[config.mk]
export PLATFORM = sky130hd
export DESIGN_NAME = rtg_top
export DESIGN_NICKNAME = d
export VERILOG_FILES = /design/src/include/rtg_pkg.sv /design/src/rtl/rtg_top.sv /design/src/rtl/rtg_bit_div.sv
export SDC_FILE = /design/constraint.sdc
export NUM_CORES = 1
export LEC_CHECK = 0
export BUFFER_PORTS_ARGS = -buffer_cell sky130_fd_sc_hd__buf_2
export CAP_MARGIN = 25
export CORE_ASPECT_RATIO = 2
export CORE_UTILIZATION = 31
export CTS_BUF_LIST = sky130_fd_sc_hd__clkbuf_4 sky130_fd_sc_hd__clkbuf_8
export CTS_CLUSTER_SIZE = 10
export DETAILED_ROUTE_END_ITERATION = 6
export PLACE_DENSITY_LB_ADDON = 0.25
export SLEW_MARGIN = 20
export SYNTH_ARGS = -nofsm -noshare
export SYNTH_HDL_FRONTEND = slang
export SYNTH_HIERARCHICAL = 1
export SYNTH_SLANG_ARGS = --single-unit
export TNS_END_PERCENT = 30
[constraint.sdc]
create_clock -name pclk -period 2.6 [get_ports pclk]
set_input_delay 0.26 -clock pclk [delete_from_list [all_inputs] [get_ports pclk]]
set_output_delay 0.26 -clock pclk [all_outputs]
set_load 0.005 [all_outputs]
[src/include/rtg_pkg.sv]
// ************************************************************
// Rate timer constants
// ************************************************************
package rtg_pkg;

   // Register byte offsets
   localparam logic [7:0] RTG_OFS_CTRL = 8'h00;
   localparam logic [7:0] RTG_OFS_DIV_LO = 8'h04;
   localparam logic [7:0] RTG_OFS_DIV_HI = 8'h08;
   localparam logic [7:0] RTG_OFS_STATUS = 8'h0C;
   localparam logic [7:0] RTG_OFS_COUNT = 8'h10;

   // Control field positions
   localparam int RTG_CTRL_WIDE = 0;
   localparam int RTG_CTRL_HIGH = 1;
   localparam int RTG_CTRL_SYNC = 2;
   localparam int RTG_CTRL_EN = 3;
   localparam int RTG_CTRL_W = 4;

   // Status field positions
   localparam int RTG_STAT_IDLE = 0;
   localparam int RTG_STAT_WIDE = 1;

   // Values after reset
   localparam logic [3:0] RTG_CTRL_RST = 4'h0;
   localparam logic [7:0] RTG_DIV_RST = 8'h00;
   localparam logic [15:0] RTG_CNT_RST = 16'h0000;

   // Bit period multipliers, in rate ticks per bit
   localparam logic [6:0] RTG_MULT_SLOW = 7'h40;
   localparam logic [6:0] RTG_MULT_MID = 7'h10;
   localparam logic [6:0] RTG_MULT_FAST = 7'h04;

endpackage

[src/rtl/rtg_top.sv]
`timescale 1ns/10ps
module rtg_top
   import rtg_pkg::*;
(
   input wire logic pclk,
   input wire logic presetn,
   input wire logic psel,
   input wire logic penable,
   input wire logic pwrite,
   input wire logic [7:0] paddr,
   input wire logic [31:0] pwdata,
   output logic [31:0] prdata_q,
   output logic pready_q,
   output logic pslverr_q,
   input wire logic receive_idle_flag,
   output logic rate_tick_q,
   output logic bit_tick_q
);

   // ************************************************************
   // Register bus decode
   // ************************************************************
   logic [RTG_CTRL_W-1:0] ctrl_q;
   logic [RTG_CTRL_W-1:0] ctrl_d;
   logic [7:0] div_lo_q;
   logic [7:0] div_lo_d;
   logic [7:0] div_hi_q;
   logic [7:0] div_hi_d;
   logic [15:0] cnt_q;
   logic [15:0] cnt_d;
   logic [31:0] rd_mux;
   logic setup;
   logic access;
   logic wr;
   logic hit;
   logic ctrl_wr;
   logic div_lo_wr;
   logic div_hi_wr;
   logic div_wr;

   // Phases of an APB transfer
   assign setup = psel && !penable;
   assign access = psel && penable && pready_q;
   assign wr = access && pwrite;
   assign hit = (paddr == RTG_OFS_CTRL) || (paddr == RTG_OFS_DIV_LO) ||
                (paddr == RTG_OFS_DIV_HI) || (paddr == RTG_OFS_STATUS) ||
                (paddr == RTG_OFS_COUNT);
   assign ctrl_wr = wr && (paddr == RTG_OFS_CTRL);
   assign div_lo_wr = wr && (paddr == RTG_OFS_DIV_LO);
   assign div_hi_wr = wr && (paddr == RTG_OFS_DIV_HI);
   assign div_wr = div_lo_wr || div_hi_wr;

   // Next register values
   assign ctrl_d = ctrl_wr ? pwdata[RTG_CTRL_W-1:0] : ctrl_q;
   assign div_lo_d = div_lo_wr ? pwdata[7:0] : div_lo_q;
   assign div_hi_d = div_hi_wr ? pwdata[7:0] : div_hi_q;

   // Read data selection
   assign rd_mux = (paddr == RTG_OFS_CTRL) ? {28'h000_0000, ctrl_q} :
                   (paddr == RTG_OFS_DIV_LO) ? {24'h00_0000, div_lo_q} :
                   (paddr == RTG_OFS_DIV_HI) ? {24'h00_0000, div_hi_q} :
                   (paddr == RTG_OFS_STATUS) ? {30'h0000_0000,
                      ctrl_q[RTG_CTRL_WIDE], receive_idle_flag} :
                   (paddr == RTG_OFS_COUNT) ? {16'h0000, cnt_q} :
                   32'h0000_0000;

   // Bus answer: ready in the first access cycle
   always_ff @(posedge pclk or negedge presetn)
   begin
      if (!presetn)
      begin
         pready_q <= 1'b0;
         pslverr_q <= 1'b0;
         prdata_q <= 32'h0000_0000;
      end
      else
      begin
         pready_q <= setup;
         pslverr_q <= setup && !hit;
         prdata_q <= setup ? rd_mux : prdata_q;
      end
   end

   // Control and divisor registers
   always_ff @(posedge pclk or negedge presetn)
   begin
      if (!presetn)
      begin
         ctrl_q <= RTG_CTRL_RST;
         div_lo_q <= RTG_DIV_RST;
         div_hi_q <= RTG_DIV_RST;
      end
      else
      begin
         ctrl_q <= ctrl_d;
         div_lo_q <= div_lo_d;
         div_hi_q <= div_hi_d;
      end
   end

   // ************************************************************
   // Rate timer
   // ************************************************************
   logic [15:0] eff_q;
   logic [15:0] eff_d;
   logic restart;
   logic tmr_zero;
   logic run;
   logic [6:0] mult;

   // Effective divisor: high byte only counts in wide mode
   function automatic logic [15:0] eff_div(input logic wide, input logic [7:0] hi,
                                           input logic [7:0] lo);
      eff_div = wide ? {hi, lo} : {8'h00, lo};
   endfunction

   // Multiplier from mode bits; sync ignores high speed
   function automatic logic [6:0] mult_sel(input logic sync, input logic wide,
                                           input logic high);
      if (sync)
         mult_sel = RTG_MULT_FAST;
      else if (!wide && !high)
         mult_sel = RTG_MULT_SLOW;
      else if (wide && high)
         mult_sel = RTG_MULT_FAST;
      else
         mult_sel = RTG_MULT_MID;
   endfunction

   assign eff_q = eff_div(ctrl_q[RTG_CTRL_WIDE], div_hi_q, div_lo_q);
   assign eff_d = eff_div(ctrl_d[RTG_CTRL_WIDE], div_hi_d, div_lo_d);
   assign mult = mult_sel(ctrl_q[RTG_CTRL_SYNC], ctrl_q[RTG_CTRL_WIDE],
                          ctrl_q[RTG_CTRL_HIGH]);
   assign run = ctrl_q[RTG_CTRL_EN];
   assign restart = div_wr || ctrl_wr || !run;
   assign tmr_zero = (cnt_q == 16'h0000);
   // Down count with automatic reload
   assign cnt_d = restart ? eff_d : (tmr_zero ? eff_q : cnt_q - 16'h0001);

   // Timer count and rate tick
   always_ff @(posedge pclk or negedge presetn)
   begin
      if (!presetn)
      begin
         cnt_q <= RTG_CNT_RST;
         rate_tick_q <= 1'b0;
      end
      else
      begin
         cnt_q <= cnt_d;
         rate_tick_q <= !restart && tmr_zero;
      end
   end

   // Bit ticks for transmitter and receiver
   rtg_bit_div #(
      .PRE_W(7)
   ) i_rtg_bit_div (
      .pclk(pclk),
      .presetn(presetn),
      .clear(restart),
      .rate_tick(rate_tick_q),
      .mult(mult),
      .bit_tick_q(bit_tick_q)
   );

   // ************************************************************
   // Checks
   // ************************************************************
   logic [16:0] gap_q;
   logic seen_q;

   // Cycles since the last rate tick
   always_ff @(posedge pclk or negedge presetn)
   begin
      if (!presetn)
      begin
         gap_q <= 17'h0_0000;
         seen_q <= 1'b0;
      end
      else
      begin
         gap_q <= rate_tick_q ? 17'h0_0001 : gap_q + 17'h0_0001;
         seen_q <= restart ? 1'b0 : (rate_tick_q ? 1'b1 : seen_q);
      end
   end

   narrow_count_a: assert property (@(posedge pclk) disable iff (!presetn)
      !ctrl_q[RTG_CTRL_WIDE] |-> (cnt_q[15:8] == 8'h00))
      else $error("8-bit mode count above 255");

   wide_divisor_a: assert property (@(posedge pclk) disable iff (!presetn)
      ctrl_q[RTG_CTRL_WIDE] && !restart |=> (cnt_q <= {div_hi_q, div_lo_q}))
      else $error("16-bit count outside divisor range");

   tick_period_a: assert property (@(posedge pclk) disable iff (!presetn)
      rate_tick_q && seen_q |-> (gap_q == {1'b0, eff_q} + 17'h0_0001))
      else $error("Rate tick period is not divisor plus one");

   divisor_restart_a: assert property (@(posedge pclk) disable iff (!presetn)
      div_wr |=> (cnt_q == eff_q) ##1 (rate_tick_q == (run && (eff_q == 16'h0000))))
      else $error("Divisor write did not restart timer");

   tick_single_a: assert property (@(posedge pclk) disable iff (!presetn)
      rate_tick_q && (eff_q != 16'h0000) |=> !rate_tick_q)
      else $error("Rate tick longer than one cycle");

   sync_mult_a: assert property (@(posedge pclk) disable iff (!presetn)
      ctrl_q[RTG_CTRL_SYNC] |-> (mult == RTG_MULT_FAST))
      else $error("Sync mode multiplier depends on high speed");

   async_slow_a: assert property (@(posedge pclk) disable iff (!presetn)
      !ctrl_q[RTG_CTRL_SYNC] && !ctrl_q[RTG_CTRL_WIDE] && !ctrl_q[RTG_CTRL_HIGH]
      |-> (mult == RTG_MULT_SLOW))
      else $error("Async 8-bit low speed multiplier not 64");

   async_mult_a: assert property (@(posedge pclk) disable iff (!presetn)
      !ctrl_q[RTG_CTRL_SYNC] && (ctrl_q[RTG_CTRL_WIDE] != ctrl_q[RTG_CTRL_HIGH])
      |-> (mult == RTG_MULT_MID))
      else $error("Async mixed mode multiplier not 16");

   single_timer_a: assert property (@(posedge pclk) disable iff (!presetn)
      bit_tick_q |-> $past(rate_tick_q, 1))
      else $error("Bit tick without rate tick");

   bus_ready_a: assert property (@(posedge pclk) disable iff (!presetn)
      setup |=> pready_q)
      else $error("No ready in access cycle");

   wide_tick_c: cover property (@(posedge pclk) disable iff (!presetn)
      ctrl_q[RTG_CTRL_WIDE] && div_hi_q != 8'h00 && rate_tick_q && seen_q);
   sync_bit_c: cover property (@(posedge pclk) disable iff (!presetn)
      ctrl_q[RTG_CTRL_SYNC] && bit_tick_q);
   restart_run_c: cover property (@(posedge pclk) disable iff (!presetn)
      div_wr && run && cnt_q != 16'h0000);
   slow_bit_c: cover property (@(posedge pclk) disable iff (!presetn)
      mult == RTG_MULT_SLOW && bit_tick_q);

endmodule

[src/rtl/rtg_bit_div.sv]
`timescale 1ns/10ps
// ************************************************************
// Bit period divider: rate ticks to bit ticks
// ************************************************************
module rtg_bit_div
   import rtg_pkg::*;
#(
   parameter int PRE_W = 7
)
(
   input wire logic pclk,
   input wire logic presetn,
   input wire logic clear,
   input wire logic rate_tick,
   input wire logic [6:0] mult,
   output logic bit_tick_q
);

   logic [PRE_W-1:0] pre_q;
   logic [PRE_W-1:0] pre_d;
   logic wrap;

   // Wrap when the last rate tick of a bit arrives
   assign wrap = rate_tick && (pre_q == PRE_W'(mult - 7'h01));
   assign pre_d = clear ? '0 : (wrap ? '0 : (rate_tick ? pre_q + 1'b1 : pre_q));

   // Prescale count and bit tick
   always_ff @(posedge pclk or negedge presetn)
   begin
      if (!presetn)
      begin
         pre_q <= '0;
         bit_tick_q <= 1'b0;
      end
      else
      begin
         pre_q <= pre_d;
         bit_tick_q <= wrap && !clear;
      end
   end

endmodule

==> out/results.txt <==
Status: complete, no violations
Post-DP Area: 4140 um2
DRC Markers: 0
CTS Buffer Depth: 2
Number of DRC markers in iteration 0: 157
Overflow after GRT: 0
Die Span X: 79.1 um
Synth Instances: 365
Critical Path Max Stage Delay: 600 ps
Final setup vio count: 0
CTS tree: built
Mapped Area: 3690 um2
Full die area: 12400 um2
Slew @ Worst Pin: 770 ps
Reg2Reg Launch Point: cnt_q[11]
Seq/Total Area, Yosys: 42.8%
XOR/XNOR share of the synthesized area: 3.56%
Reg clk slew, reported paths: 80 ps
Pin count of the biggest net entering global routing: 26
Synth Register Bits: 63
Period utilization: 92.3%
Area delta synth->final: 18.8%
Tmin final: 2400 ps
Post-DP HPWL: 8140 um
Clock root buffer: clkbuf_8
Max-slew violations: 0
Crit-path leading delay family: simple AND/OR/NAND/NOR gates
Synth Area in Compound Gates: 19.5%
Vias in the first global route: 3113
Gate power share: 7.5%
Worst Path Buf+Inv: 0
Worst Path Arrival: 2610 ps
Psw: 511 uW
Share of cells above drive strength 1: 28.7%
Reg2Reg Setup Slack: 200 ps
CP cell instances: or4_1, or4_4, o31a_1, a2111oi_2, a21oi_1
Setup crit start: cnt_q[11]
Critical path class: reg -> reg
Slowest CP cell: or4_1
Setup ws final: 199 ps
RSZ-0062 raised after global routing: false
Max Clock Freq: 416 MHz
Htree depth: 3
Dpl ws: 119 ps
Post-CTS Repair Setup Buffers: 0
WP data required: 2810 ps
Initial antenna violation count: 0
Worst setup EP type: register
IO Count: 82
Crit-path max FO: 7
Hold Crit Class: in -> reg
Synth cell types: 61
Port Buffers: 41
Worst hold start: pwdata[5]
Part of the power in registers: 47.3%
Gp weighted congestion: 0.912
Internal: 1.58 mW
WL final: 10200 um
Tot GR Track Use: 17.8%
Peak supply drop: 0.000213 V
Number of enable flip-flop cells after synthesis: 0
Inserted Clock Buffers: 9
Post-route setup TNS: 0 ps
Clock Skew: 11.9 ps
Critical Path Stages: 5
Core area: 11600 um2
DRT Pass-1 Iters: 6
Syn. warnings: 6
Simple-gate share of the synthesized area: 18.0%
Initial Util: 31.7%
Core Rows: 56
Power density over cell area: 477 nW/um2
Asr flop ratio synth: 100%
Largest family of logic cells by synthesized area: compound AO/OA/AOI/OAI gates
Worst rel slew slack: 48.2%
Antenna Cells: 0
Clk Latency, worst-skew pair: 350 ps
Synth Flop Type: dfrtp_1
Critical Path Source Type: register
Synth Area per Inst: 10.1 um2
Die Height: 156 um
Wire length per cell: 17.4 um
Hold Violations, Final: 0
Antenna-violating nets left: 0
Synth Area in Adders: 2.04%
Mux contribution to synthesized area: 7.13%
Max-cap violations: 0
First-pass GRT wire length: 16400 um
Final Instance Area: 4380 um2
Reg2Reg Depth: 5
Vias per cell: 5.21
WHS Path Cells: 2
Switching Share: 24.4%
Via count: 3042
Clk pwr share: 45.3%
Leak: 2.05 nW
Final-stage net count: 486
Clk sinks: 63
[routing by layer]
metal | global-route usage, % | vias up | part of all wire [%] | wire length, um
met5 | 0 | - | 0 | 0
met4 | 10.9 | 0 | 3.4 | 348
met3 | 2.92 | 25 | 2.7 | 276
met2 | 34.2 | 81 | 59 | 5960
met1 | 16.9 | 1479 | 35 | 3590
li1 | - | 1457 | - | -
[power by group through the flow]
| stage | Sequential (mW) | Clock (mW) | Combinational, mW |
|---|---|---|---|
| after global routing | 0.988 | 1.01 | 0.177 |
| final | 0.988 | 0.946 | 0.156 |
| after detailed placement | 1.01 | 0 | 0.154 |
| after floorplan | 1.01 | 0 | 0.102 |
| after global placement | 1.01 | 0 | 0.152 |
| after CTS | 0.988 | 0.974 | 0.156 |
[layout make-up]
cell class                 instances  area [um2]
clock buffer                       9         124
clock inverter                     7        97.6
fill                            1214        7250
inverter                          16        65.1
multi-input combinational        281        1960
sequential                        63        1580
tap                              145         181
timing repair buffer              63         373
[cell families (layout without fill, tap and decap cells)]
kind of cell / count (synthesis) / in the layout
xor gates and xnor gates: 15 / 15
adders and majority gates: 6 / 6
other: 1 / 28
and+or+nand+nor: 117 / 117
muxes: 24 / 24
AOI/OAI and AO/OA: 91 / 91
DFF: 63 / 63
buffers and inverters: 48 / 95
[synth_stat cells, drive strengths merged, types with 5 or more instances]
library cell | number | area, um2
o21ai | 13 | 65.1
inv | 15 | 56.3
a21oi | 17 | 88.8
nand2 | 21 | 78.8
nor4 | 12 | 87.6
o211ai | 5 | 42.5
and3 | 6 | 40.0
a22oi | 5 | 37.5
ha | 6 | 75.1
dfrtp | 63 | 1580
xnor2 | 11 | 96.3
o221a | 9 | 101
nand2b | 8 | 50.1
a32o | 5 | 50.1
mux2 | 18 | 203
clkbuf | 9 | 33.8
buf | 23 | 155
mux2i | 6 | 60.1
or4 | 9 | 75.1
nor2 | 24 | 90.1
nor3 | 9 | 50.1
a22o | 13 | 114
nand3 | 6 | 30.0
[registers in the layout, summed over array words and instances (netlist names)]
name and cells:
cnt_q 16, prdata_q 16, div_hi_q 8, div_lo_q 8, i_rtg_bit_div/pre_q 7, ctrl_q 4
i_rtg_bit_div/bit_tick_q 1, pready_q 1, pslverr_q 1, rate_tick_q 1
[worst paths after layout]
path | endpoint
max reg2reg | cnt_q[15]
min | div_lo_q[5]
min in group asynchronous | prdata_q[1]
max | cnt_q[15]
min reg2reg | prdata_q[5]
max in group asynchronous | cnt_q[4]
[timing repair]
item                                   4_1_cts  5_1_grt
setup endpoints to repair                    0        3
resized for setup                            0        1
endpoints found under the hold margin       23        0
hold buffers                                 1        0
[through the flow]
stage | hold slack, ps | util, % | std cells | power (mW)
after floorplan | -35.6 | - | 392 | 1.11
after global placement | 311 | 35.6 | 567 | 1.16
after detailed placement | 308 | 35.6 | 567 | 1.16
after CTS | 164 | 37.6 | 584 | 2.12
after global routing | 185 | 37.6 | 584 | 2.18
final | 180 | 37.6 | 584 | 2.09
[layout by cell type, fill, tap and decap left out, drive strengths merged, types with 8 or more instances in the layout]
cell type / n
dfrtp: 63
buf: 62
conb: 28
nor2: 24
nand2: 21
mux2: 18
a21oi: 17
inv: 15
o21ai: 13
a22o: 13
nor4: 12
xnor2: 11
clkbuf: 9
o221a: 9
nor3: 9
or4: 9
nand2b: 8
No activity file was read; power rests on OpenSTA's default activity.
